===== src/core/rcw_pkg.sv =====
// constants for the receiver configuration word decoder
// assumes one 50 MHz clock domain and a host that shifts words bit 1 first
package rcw_pkg;
  // ==========================================
  // word layout
  localparam int unsigned WORD_LEN     = 15;
  localparam int unsigned PAYLOAD_LEN  = 12;
  localparam logic [3:0]  BIT_CNT_LAST = 4'hE;
  // ==========================================
  // reset values, payload bit 3 in the msb
  localparam logic [11:0] OPCFG_RST    = 12'h189;
  localparam logic [11:0] LIMITS_RST   = 12'h569;
  // ==========================================
  // operating register field positions
  localparam int unsigned OP_BAUD_HI   = 11;
  localparam int unsigned OP_BAUD_LO   = 10;
  localparam int unsigned OP_CHK_HI    = 9;
  localparam int unsigned OP_CHK_LO    = 8;
  localparam int unsigned OP_MOD       = 7;
  localparam int unsigned OP_SLP_MSB   = 6;
  localparam int unsigned OP_SLP_LSB   = 2;
  localparam int unsigned OP_SLP_EXT   = 1;
  localparam int unsigned OP_NOISE     = 0;
  localparam logic [4:0]  SLEEP_PERM   = 5'h1F;
  // ==========================================
  // marker pattern shifted out after supply loss
  localparam logic [7:0]  MARKER_PAT   = 8'hA5;
  localparam logic [2:0]  MARKER_LAST  = 3'h7;
  typedef enum logic [2:0] {
    ST_CMD  = 3'b001,
    ST_SHIFT= 3'b010,
    ST_MARK = 3'b100
  } rcw_state_t;
endpackage


===== src/core/rcw_sync.sv =====
// two-flop synchroniser for a pin input
// assumes the pin is asynchronous to mclk_i
`timescale 1ns/1ps
module rcw_sync (
  input  wire logic mclk_i,
  input  wire logic rst_i,
  input  wire logic d_i,
  output logic      q_o
);
  logic s1_r;
  logic s2_r;
  always_ff @(posedge mclk_i or posedge rst_i) begin
    if (rst_i) begin
      s1_r <= 1'b1;
      s2_r <= 1'b1;
    end else begin
      s1_r <= d_i;
      s2_r <= s1_r;
    end
  end
  assign q_o = s2_r;
endmodule // rcw_sync


===== src/core/rcw_decoder.sv =====
// configuration word decoder: data-line bit strobe in, two 12-bit registers out
// assumes an external bit clock pin marking each data bit, data stable at its rising edge
`timescale 1ns/1ps
module rcw_decoder (
  input  wire logic        mclk_i,
  input  wire logic        rst_i,
  input  wire logic        data_i,
  input  wire logic        bit_clk_i,
  input  wire logic        supply_loss_i,
  output logic             data_o,
  output logic             data_oe_n_o,
  output logic             polling_cmd_o,
  output logic [11:0]      operating_config_o,
  output logic [11:0]      edge_window_limits_o,
  output logic [1:0]       baud_range_sel_o,
  output logic [1:0]       bit_check_count_o,
  output logic             modulation_sel_o,
  output logic [4:0]       sleep_period_o,
  output logic             sleep_permanent_o,
  output logic             sleep_extension_o,
  output logic             noise_suppress_o,
  output logic [5:0]       lim_lower_o,
  output logic [5:0]       lim_upper_o
);
  // ==========================================
  // pin synchronisers
  logic data_s;
  logic bclk_s;
  logic loss_s;
  rcw_sync u_sync_data (.mclk_i(mclk_i), .rst_i(rst_i), .d_i(data_i),        .q_o(data_s));
  rcw_sync u_sync_bclk (.mclk_i(mclk_i), .rst_i(rst_i), .d_i(bit_clk_i),     .q_o(bclk_s));
  rcw_sync u_sync_loss (.mclk_i(mclk_i), .rst_i(rst_i), .d_i(supply_loss_i), .q_o(loss_s));

  logic bclk_d_r;
  logic loss_d_r;
  logic bit_stb;
  logic loss_rise;
  assign bit_stb   = bclk_s & ~bclk_d_r;
  assign loss_rise = loss_s & ~loss_d_r;

  // ==========================================
  // decoder state
  rcw_pkg::rcw_state_t state_r;
  rcw_pkg::rcw_state_t state_nxt;
  logic [3:0]  cnt_r;
  logic [3:0]  cnt_nxt;
  logic        addr_r;
  logic        addr_nxt;
  logic [11:0] shift_r;
  logic [11:0] shift_nxt;
  logic [11:0] opcfg_r;
  logic [11:0] opcfg_nxt;
  logic [11:0] limits_r;
  logic [11:0] limits_nxt;
  logic        off_r;
  logic        off_nxt;
  logic        ignore_r;
  logic        ignore_nxt;
  logic [2:0]  mcnt_r;
  logic [2:0]  mcnt_nxt;
  logic        dout_r;
  logic        dout_nxt;
  logic        oe_n_r;
  logic        oe_n_nxt;
  logic        loss_pend_r;
  logic        loss_pend_nxt;

  always_comb begin
    state_nxt  = state_r;
    cnt_nxt    = cnt_r;
    addr_nxt   = addr_r;
    shift_nxt  = shift_r;
    opcfg_nxt  = opcfg_r;
    limits_nxt = limits_r;
    off_nxt    = 1'b0;
    ignore_nxt = ignore_r;
    mcnt_nxt   = mcnt_r;
    dout_nxt   = dout_r;
    oe_n_nxt   = oe_n_r;
    // a drop seen mid-word waits here, else the marker would be lost
    loss_pend_nxt = loss_pend_r | loss_rise;
    case (state_r)
      rcw_pkg::ST_CMD: begin
        if (loss_rise || loss_pend_r) begin
          // registers are suspect: restore defaults, then tell the host
          opcfg_nxt  = rcw_pkg::OPCFG_RST;
          limits_nxt = rcw_pkg::LIMITS_RST;
          mcnt_nxt   = 3'h0;
          oe_n_nxt   = 1'b0;
          loss_pend_nxt = 1'b0;
          dout_nxt   = rcw_pkg::MARKER_PAT[7];
          state_nxt  = rcw_pkg::ST_MARK;
        end else if (bit_stb) begin
          cnt_nxt    = 4'h1;
          ignore_nxt = data_s;
          off_nxt    = data_s;
          state_nxt  = rcw_pkg::ST_SHIFT;
        end
      end
      rcw_pkg::ST_SHIFT: begin
        if (bit_stb) begin
          cnt_nxt = cnt_r + 4'h1;
          if (cnt_r == 4'h1) begin
            addr_nxt = data_s;
          end else if (cnt_r != rcw_pkg::BIT_CNT_LAST) begin
            shift_nxt = {shift_r[10:0], data_s};
          end else begin
            // stop bit: one discards the payload
            if (!ignore_r && !data_s) begin
              if (addr_r) begin
                opcfg_nxt  = shift_r;
              end else begin
                limits_nxt = shift_r;
              end
            end
            state_nxt = rcw_pkg::ST_CMD;
          end
        end
      end
      rcw_pkg::ST_MARK: begin
        if (bit_stb) begin
          if (mcnt_r == rcw_pkg::MARKER_LAST) begin
            oe_n_nxt  = 1'b1;
            dout_nxt  = 1'b1;
            state_nxt = rcw_pkg::ST_CMD;
          end else begin
            mcnt_nxt = mcnt_r + 3'h1;
            dout_nxt = rcw_pkg::MARKER_PAT[3'h6 - mcnt_r];
          end
        end
      end
      default: begin
        state_nxt = rcw_pkg::ST_CMD;
      end
    endcase
  end

  // registers are volatile: defaults return on reset or supply loss
  // edge history resets to the synchroniser's reset level, so no false edge follows reset
  always_ff @(posedge mclk_i or posedge rst_i) begin
    if (rst_i) begin
      bclk_d_r <= 1'b1;
      loss_d_r <= 1'b1;
      loss_pend_r <= 1'b0;
      state_r  <= rcw_pkg::ST_CMD;
      cnt_r    <= 4'h0;
      addr_r   <= 1'b0;
      shift_r  <= 12'h000;
      opcfg_r  <= rcw_pkg::OPCFG_RST;
      limits_r <= rcw_pkg::LIMITS_RST;
      off_r    <= 1'b0;
      ignore_r <= 1'b0;
      mcnt_r   <= 3'h0;
      dout_r   <= 1'b1;
      oe_n_r   <= 1'b1;
    end else begin
      bclk_d_r <= bclk_s;
      loss_d_r <= loss_s;
      state_r  <= state_nxt;
      cnt_r    <= cnt_nxt;
      addr_r   <= addr_nxt;
      shift_r  <= shift_nxt;
      opcfg_r  <= opcfg_nxt;
      limits_r <= limits_nxt;
      off_r    <= off_nxt;
      ignore_r <= ignore_nxt;
      mcnt_r   <= mcnt_nxt;
      dout_r   <= dout_nxt;
      oe_n_r   <= oe_n_nxt;
      loss_pend_r <= loss_pend_nxt;
    end
  end

  // ==========================================
  // outputs
  assign data_o               = dout_r;
  assign data_oe_n_o          = oe_n_r;
  assign polling_cmd_o        = off_r;
  assign operating_config_o   = opcfg_r;
  assign edge_window_limits_o = limits_r;
  assign baud_range_sel_o     = {opcfg_r[rcw_pkg::OP_BAUD_HI], opcfg_r[rcw_pkg::OP_BAUD_LO]};
  assign bit_check_count_o    = {opcfg_r[rcw_pkg::OP_CHK_HI], opcfg_r[rcw_pkg::OP_CHK_LO]};
  assign modulation_sel_o     = opcfg_r[rcw_pkg::OP_MOD];
  assign sleep_period_o       = opcfg_r[rcw_pkg::OP_SLP_MSB:rcw_pkg::OP_SLP_LSB];
  assign sleep_permanent_o    = (sleep_period_o == rcw_pkg::SLEEP_PERM);
  assign sleep_extension_o    = opcfg_r[rcw_pkg::OP_SLP_EXT];
  assign noise_suppress_o     = opcfg_r[rcw_pkg::OP_NOISE];
  assign lim_lower_o          = limits_r[11:6];
  assign lim_upper_o          = limits_r[5:0];

  // ==========================================
  // checks
  a_off_no_write: assert property (@(posedge mclk_i) disable iff (rst_i)
    (state_r == rcw_pkg::ST_CMD && bit_stb && data_s && !loss_rise && !loss_pend_r)
      |=> polling_cmd_o ##1 ($stable(opcfg_r) && $stable(limits_r)))
    else $error("off command altered a register");
  a_stop_discard: assert property (@(posedge mclk_i) disable iff (rst_i)
    (state_r == rcw_pkg::ST_SHIFT && bit_stb && cnt_r == 4'hE && data_s)
      |=> ($stable(opcfg_r) && $stable(limits_r)))
    else $error("stop bit one still wrote");
  a_op_commit: assert property (@(posedge mclk_i) disable iff (rst_i)
    (state_r == rcw_pkg::ST_SHIFT && bit_stb && cnt_r == 4'hE && !data_s && !ignore_r && addr_r)
      |=> (opcfg_r == $past(shift_r) && $stable(limits_r)))
    else $error("operating register not written");
  a_lim_commit: assert property (@(posedge mclk_i) disable iff (rst_i)
    (state_r == rcw_pkg::ST_SHIFT && bit_stb && cnt_r == 4'hE && !data_s && !ignore_r && !addr_r)
      |=> (limits_r == $past(shift_r) && $stable(opcfg_r)))
    else $error("limits register not written");
  a_marker_drive: assert property (@(posedge mclk_i) disable iff (rst_i)
    (state_r == rcw_pkg::ST_CMD && (loss_rise || loss_pend_r))
      |=> (!data_oe_n_o && data_o == rcw_pkg::MARKER_PAT[7] && opcfg_r == rcw_pkg::OPCFG_RST
           && limits_r == rcw_pkg::LIMITS_RST))
    else $error("marker not started after supply loss");
  a_idle_release: assert property (@(posedge mclk_i) disable iff (rst_i)
    (state_r != rcw_pkg::ST_MARK) |-> data_oe_n_o)
    else $error("data driven outside marker");
  a_addr_capture: assert property (@(posedge mclk_i) disable iff (rst_i)
    (state_r == rcw_pkg::ST_SHIFT && bit_stb && cnt_r == 4'h1) |=> (addr_r == $past(data_s)))
    else $error("address bit not captured");
  a_perm_sleep: assert property (@(posedge mclk_i) disable iff (rst_i)
    sleep_permanent_o == (opcfg_r[6:2] == 5'h1F))
    else $error("permanent sleep flag wrong");
endmodule // rcw_decoder


===== config.mk =====
export PLATFORM = sky130hd
export DESIGN_NAME = rcw_decoder
export DESIGN_NICKNAME = d
export VERILOG_FILES = /design/src/core/rcw_pkg.sv /design/src/core/rcw_sync.sv /design/src/core/rcw_decoder.sv
export SDC_FILE = /design/constraint.sdc
export NUM_CORES = 1
export LEC_CHECK = 0
export BUFFER_PORTS_ARGS = -buffer_cell sky130_fd_sc_hd__buf_2
export CORE_MARGIN = 3
export CORE_UTILIZATION = 55
export DETAILED_ROUTE_END_ITERATION = 10
export PLACE_DENSITY = 0.8
export SLEW_MARGIN = 20
export SYNTH_ARGS = -nofsm -noshare
export SYNTH_HDL_FRONTEND = slang
export SYNTH_SLANG_ARGS = --single-unit

===== constraint.sdc =====
create_clock -name mclk_i -period 5 [get_ports mclk_i]
set_input_delay 0.25 -clock mclk_i [delete_from_list [all_inputs] [get_ports mclk_i]]
set_output_delay 0.25 -clock mclk_i [all_outputs]
set_load 0.02 [all_outputs]

==> results.txt, run 1 <==
Outcome = finished clean
IR drop worst, VDD = 0.238 mV
Core Box Area = 0.00475 sq mm
Highest-count cells in the layout ignoring fill and taps = buf_2, nand2_1, dfrtp_1
Leakage power of the design = 1.54 nW
Fraction of the cycle the final worst path needs = 46.8%
FF+latch count, synth = 60
Initial standard-cell utilization of the core = 57.5%
Number of standard cells after synthesis = 256
Clock sink count = 60
Cell count of the worst hold path = 1
Utilization after layout = 65.7%
Tightest Hold Check Type = input pin to flop
Final critical delay including setup and external delays = 2.34 ns
Clock insertion delay at the later pin of the skew report = 0.33 ns
First-pass iteration count of the detailed router = 4
Type of destination of the critical path = flop
Die width = 76.5 um
Cell class contributing the biggest share of worst-path delay = simple AND/OR/NAND/NOR gates
Via total after detailed routing = 1,907
Count of flip-flops with a built-in enable after synthesis = 0
Count of pins on the block boundary = 57
Clock-pin slew on the worst setup and hold paths = 0.07 ns
Number of routed nets with antenna violations = 0
Overflow after GRT = 0
Leading cell type in the layout, fill and taps excluded = buf_2
Setup_tns = 0 ns
Transition time at the pin with the least slew margin = 1.09 ns
Int Pwr = 926 uW
Switching power = 341 uW
Largest stage delay on the critical path = 0.91 ns
Reg2Reg Capture Point = edge_window_limits_o[3]$_DFFE_PP1P_
DRC violation count after routing = 0
Share of synthesized registers carrying an async set or reset = 100%
Worst max-slew margin expressed relative to the limit = 26.8%
Net Count, Synth = 267
Quantity of hold-fixing buffers added after cts = 0
Number of endpoints failing setup at the final stage = 0
Part of the total power dissipated in sequential elements = 46.1%
Maximum achievable frequency = 0.427 GHz
Tightest hold margin = 0.0153 ns
Launch point of the worst hold path = data_i
Data arrival time of the worst path = 2.55 ns
Flop-to-flop setup slack = 2.66 ns
Final Instance Area = 0.00312 sq mm
Antenna violations before repair = 0
Pwr dens = 406 mW/mm^2
First-pass GRT wire length = 8740 um
Avg Inst Size Synth = 10.7 sq um
End point of the most critical hold path = u_sync_data.s1_r$_DFF_PP1_
Largest net degree at the start of global routing = 61
Count of input and output buffers = 56
Via count of the first global-routing pass = 1,828
GRT Resource Usage Total = 18.8%
Max-cap violation count = 0
Logic depth of the worst setup path including buffers = 3
Buffers inserted by post-CTS timing repair = 0
Buffers & Inverters on Critical Path = 0
Number of slew-limit violations in the final report = 0
Maximum number of buffers from clock root to sink = 2
FF-to-FF Start = state_r[1]$_DFFE_PP0P_
TritonCTS clock tree = done
Number of H-tree branching levels = 3
Crit Path Category = flop to flop
Clock root buffer = clkbuf_8
Required time of the critical path = 5.21 ns
Die area = 0.00585 sq mm
Ordered list of cells on the worst path = or3b_4 > nor4_4 > o21ai_0
Number of rows created at floorplan = 25
Final HPWL from detailed placement = 3340 um
Clock group share of total power = 39.4%
Most used flip-flop cell after synthesis = dfrtp_1
Post-synthesis cell type count = 39
Worst Reg2Reg Path Length in Cells = 3
Routed wirelength normalized by instance count = 13.8 um
Cell with the biggest individual delay on the critical path = nor4_4
Total wire length = 5060 um
Placed Instance Area = 0.00289 sq mm
Number of design-rule violations left by the first detailed-router iteration = 121
Part of the Yosys area used for sequential elements = 55.9%
Number of diodes added for antenna fixing = 0
Share of layout cells above drive strength 1 = 39.6%
Worst clock skew = 0.00737 ns
Count of nets after finishing = 304
Mean number of vias per cell = 5.22
Hold violation total from the final report = 0
Warnings, synthesis = 0
DIE HEIGHT = 76.5 um
Final weighted congestion in routability-driven placement = 0.765
RSZ-0062 raised after global routing = no
Post-cts gate resize count = 0
Area of the mapped netlist = 0.00273 sq mm
Switching share of power = 26.9%
Critical Path Fanout Max = 24
Post-synthesis to final-layout area growth = 14.3%
Crit start category = flop
Post-layout total power = 1.27 mW
Number of buffers inserted during clock tree synthesis = 9
Proportion of power drawn by combinational gates = 14.4%
layout make-up:
| type | instances | area [sq um] |
|---|---|---|
| Timing Repair Buffer | 58 | 295 |
| Multi-Input combinational cell | 159 | 962 |
| Inverter | 5 | 18.8 |
| Tap cell | 67 | 83.8 |
| Clock inverter | 3 | 67.6 |
| Fill cell | 399 | 1630 |
| Sequential cell | 60 | 1530 |
| Clock buffer | 13 | 169 |
power groups by stage:
stage	clock, mW	sequential, mW	combinational, mW
2_1_floorplan	0	0.577	0.144
3_3_place_gp	0	0.587	0.174
3_5_place_dp	0	0.590	0.181
4_1_cts	0.507	0.583	0.185
5_1_grt	0.523	0.592	0.204
6_report	0.500	0.585	0.183
state kept, by name, summed over array words and instances (netlist names):
signal                cells
data_o                    1
data_oe_n_o               1
mcnt_r                    3
u_sync_loss.q_o           1
polling_cmd_o             1
u_sync_data.q_o           1
u_sync_loss.s1_r          1
shift_r                  12
state_r                   3
u_sync_bclk.q_o           1
edge_window_limits_o     12
operating_config_o       12
addr_r                    1
cnt_r                     4
loss_d_r                  1
ignore_r                  1
bclk_d_r                  1
u_sync_data.s1_r          1
loss_pend_r               1
u_sync_bclk.s1_r          1
cells by family after synthesis:
family,after synthesis,share of synthesized area (%)
and+or+nand+nor,105,19.1
adders and majority gates,6,2.75
muxes,14,5.77
buffers and inverters,37,8.92
DFF,60,55.9
AOI/OAI and AO/OA,31,6.64
xor gates and xnor gates,3,0.961
worst max-delay path by stage:
stage | start | endpoint | slack (ns)
floorplan | state_r[2]$_DFFE_PP0P_ | operating_config_o[2]$_DFFE_PP0P_ | 3.22
global placement | state_r[1]$_DFFE_PP0P_ | edge_window_limits_o[9]$_DFFE_PP0P_ | 2.77
detailed placement | state_r[1]$_DFFE_PP0P_ | edge_window_limits_o[3]$_DFFE_PP1P_ | 2.67
CTS | state_r[1]$_DFFE_PP0P_ | edge_window_limits_o[11]$_DFFE_PP0P_ | 2.68
global route | state_r[1]$_DFFE_PP0P_ | edge_window_limits_o[11]$_DFFE_PP0P_ | 2.44
finish | state_r[1]$_DFFE_PP0P_ | edge_window_limits_o[3]$_DFFE_PP1P_ | 2.66
routing by layer:
| layer | share of wire [%] | up-vias | track usage [%] |
|---|---|---|---|
| met1 | 45 | 912 | 24.3 |
| met2 | 48 | 70 | 30.1 |
| met5 | 0 | - | 0 |
| li1 | - | 917 | - |
| met3 | 5.3 | 8 | 4.14 |
| met4 | 1.7 | 0 | 9.24 |
cells in the mapped netlist, types with 2 or more instances:
cell	n	share of area, %
buf_2	6	1.1
dfrtp_1	39	36
dfstp_2	21	20
inv_1	5	0.69
o22ai_1	2	0.46
nand4_1	3	0.69
a22o_1	2	0.64
ha_1	6	2.7
nor3b_1	2	0.55
nor2b_1	2	0.46
nand3_1	12	2.2
a21oi_1	3	0.55
mux2_2	14	5.8
nand2_1	42	5.8
nor2_1	26	3.6
nor3_1	5	0.92
xnor2_1	2	0.64
or3b_2	2	0.64
o21ai_0	18	3.3
buf_4	24	6.6
nand2b_1	2	0.46
stage by stage:
step	setup WS (ns)	cells
6_report	2.66	365
5_1_grt	2.44	365
4_1_cts	2.68	365
3_5_place_dp	2.67	349
3_3_place_gp	2.77	349
2_1_floorplan	3.22	256
Note: power is estimated with default switching activity, not from simulation.
==> inputs of run 2 (changes only) <==
--- a/config.mk
+++ b/config.mk
@@ -7,9 +7,9 @@
 export LEC_CHECK = 0
 export BUFFER_PORTS_ARGS = -buffer_cell sky130_fd_sc_hd__buf_2
 export CORE_MARGIN = 3
-export CORE_UTILIZATION = 55
+export CORE_UTILIZATION = 49
 export DETAILED_ROUTE_END_ITERATION = 10
-export PLACE_DENSITY = 0.8
+export PLACE_DENSITY = 0.76
 export SLEW_MARGIN = 20
 export SYNTH_ARGS = -nofsm -noshare
 export SYNTH_HDL_FRONTEND = slang
==> constraint.sdc (replaced) <==
create_clock -name mclk_i -period 1.9 [get_ports mclk_i]
set_input_delay 0.095 -clock mclk_i [delete_from_list [all_inputs] [get_ports mclk_i]]
set_output_delay 0.095 -clock mclk_i [all_outputs]
set_load 0.02 [all_outputs]
==> run 2 against run 1 <==
  * Sequential power grew to 2.6 times the previous value
  * Clock skew is essentially flat
  * Combinational power grew to 3.2 times the previous value
  * Fmax grew 30%
==> results.txt, run 2 (synthesis gave the netlist of run 1 again) <==
Outcome = finished clean
Number of placed instances with taps included = 364
Tightest hold margin = 0.349 ns
Count of nets after finishing = 320
Count of input and output buffers = 56
Tightest Hold Check Type = flop to flop
Required time of the critical path = 2.12 ns
Clock insertion delay at the later pin of the skew report = 0.33 ns
Post-layout total power = 3.43 mW
First-pass GRT wire length = 9080 um
Transition time at the pin with the least slew margin = 0.558 ns
Clock sink count = 60
Worst max-slew margin expressed relative to the limit = 62.7%
Maximum number of buffers from clock root to sink = 2
Flop-to-flop setup slack = 0.11 ns
DIE HEIGHT = 80.7 um
Clock root buffer = clkbuf_8
Number of rows created at floorplan = 26
Crit Path Category = flop to flop
DRC violation count after routing = 0
RSZ-0062 raised after global routing = no
Worst Reg2Reg Path Length in Cells = 4
Number of H-tree branching levels = 3
Largest stage delay on the critical path = 0.64 ns
Worst clock skew = 0.00699 ns
Highest-count cells in the layout ignoring fill and taps = buf_2, nand2_1, dfrtp_1
Type of destination of the critical path = flop
Number of design-rule violations left by the first detailed-router iteration = 154
Die area = 0.00651 sq mm
Largest net degree at the start of global routing = 36
Number of buffers inserted during clock tree synthesis = 9
Post-synthesis to final-layout area growth = 20.0%
Setup_tns = 0 ns
Initial standard-cell utilization of the core = 52.2%
Launch point of the worst hold path = u_sync_data.s1_r$_DFF_PP1_
Ordered list of cells on the worst path = or3b_4 > or4_4 > nand3_1 > nand2_1
TritonCTS clock tree = done
Total wire length = 5420 um
Reg2Reg Capture Point = operating_config_o[10]$_DFFE_PP0P_
Non-Filler Instances = 384
Overflow after GRT = 0
Final critical delay including setup and external delays = 1.79 ns
Via count of the first global-routing pass = 1,853
First-pass iteration count of the detailed router = 4
Number of slew-limit violations in the final report = 0
IR drop worst, VDD = 0.752 mV
Final HPWL from detailed placement = 3640 um
End point of the most critical hold path = u_sync_data.q_o$_DFF_PP1_
Post-cts gate resize count = 0
Data arrival time of the worst path = 2.01 ns
Core Box Area = 0.00524 sq mm
Critical Path Fanout Max = 12
Count of pins on the block boundary = 57
Pwr dens = 1040 mW/mm^2
Final weighted congestion in routability-driven placement = 0.777
Die width = 80.7 um
Placed Instance Area = 0.00301 sq mm
Leading cell type in the layout, fill and taps excluded = buf_2
Routed wirelength normalized by instance count = 14.1 um
Hold violation total from the final report = 0
FF-to-FF Start = state_r[2]$_DFFE_PP0P_
Share of layout cells above drive strength 1 = 41.7%
Crit start category = flop
Number of routed nets with antenna violations = 0
Clock-pin slew on the worst setup and hold paths = 0.06 ns
Antenna violations before repair = 0
Mean number of vias per cell = 5.11
Number of endpoints failing setup at the final stage = 0
Fraction of the cycle the final worst path needs = 94.4%
Final Instance Area = 0.00328 sq mm
Max-cap violation count = 0
Via total after detailed routing = 1,962
Cell count of the worst hold path = 0
Cell with the biggest individual delay on the critical path = or4_4
GRT Resource Usage Total = 18.6%
Leakage power of the design = 1.63 nW
Number of diodes added for antenna fixing = 0
Maximum achievable frequency = 0.557 GHz
## run 2: cell count changes in the layout (fill, tap and decap cells not counted), sizes merged
cell         change
dlygate4sd3      +4
clkinv           +2
clkinvlp         -1
buf             +12
clkbuf           -1
## run 2: routing by layer
metal  vias to the layer above  GRT usage (%)  share of wire [%]
li1                        951              -                  -
met1                       930           24.4                 44
met2                        62           27.2                 47
met3                        19           4.82                5.8
met4                         0           11.5                3.6
met5                         -              0                  0
## run 2: worst max path at each step
stage	slack, ns	endpoint	start
finish	0.11	operating_config_o[10]$_DFFE_PP0P_	state_r[2]$_DFFE_PP0P_
global route	0.04	operating_config_o[1]$_DFFE_PP0P_	state_r[2]$_DFFE_PP0P_
CTS	0.12	operating_config_o[10]$_DFFE_PP0P_	state_r[2]$_DFFE_PP0P_
detailed placement	0.16	operating_config_o[10]$_DFFE_PP0P_	state_r[0]$_DFFE_PP1P_
global placement	0.18	operating_config_o[9]$_DFFE_PP0P_	state_r[0]$_DFFE_PP1P_
floorplan	0.12	operating_config_o[5]$_DFFE_PP0P_	state_r[2]$_DFFE_PP0P_
## run 2: metrics by stage
step                utilization [%]  setup slack, ns
floorplan                         -            0.124
global placement               57.4            0.183
detailed placement             57.4            0.165
CTS                            62.7            0.118
global route                   62.7           0.0409
finish                         62.7            0.106
## run 2: cell type report
cell class,instances,area (sq um)
clock buffers,12,165
clock inverters,4,70.1
fillers,421,1960
inverters,5,18.8
multi-input cells,159,962
flip-flops and latches,60,1530
well taps,70,87.6
repair buffers,74,450
## run 2: repair_timing
action / 4_1_cts / 5_1_grt
hold endpoints to repair: 14 / 0
buffers inserted: 0 / 0
hold buffers: 4 / 0
## run 2: worst max-delay path, delay by kind of cell (launching register included)
kind | cells | cell delay (ns)
flip-flops | 1 | 0.40
AND/OR/NAND/NOR | 4 | 1.29
## run 2: power breakdown
part / switching [mW] / total [mW] / internal (mW)
combinational: 0.340 / 0.590 / 0.250
sequential: 0.117 / 1.52 / 1.40
clock: 0.476 / 1.32 / 0.841
total: 0.933 / 3.43 / 2.49
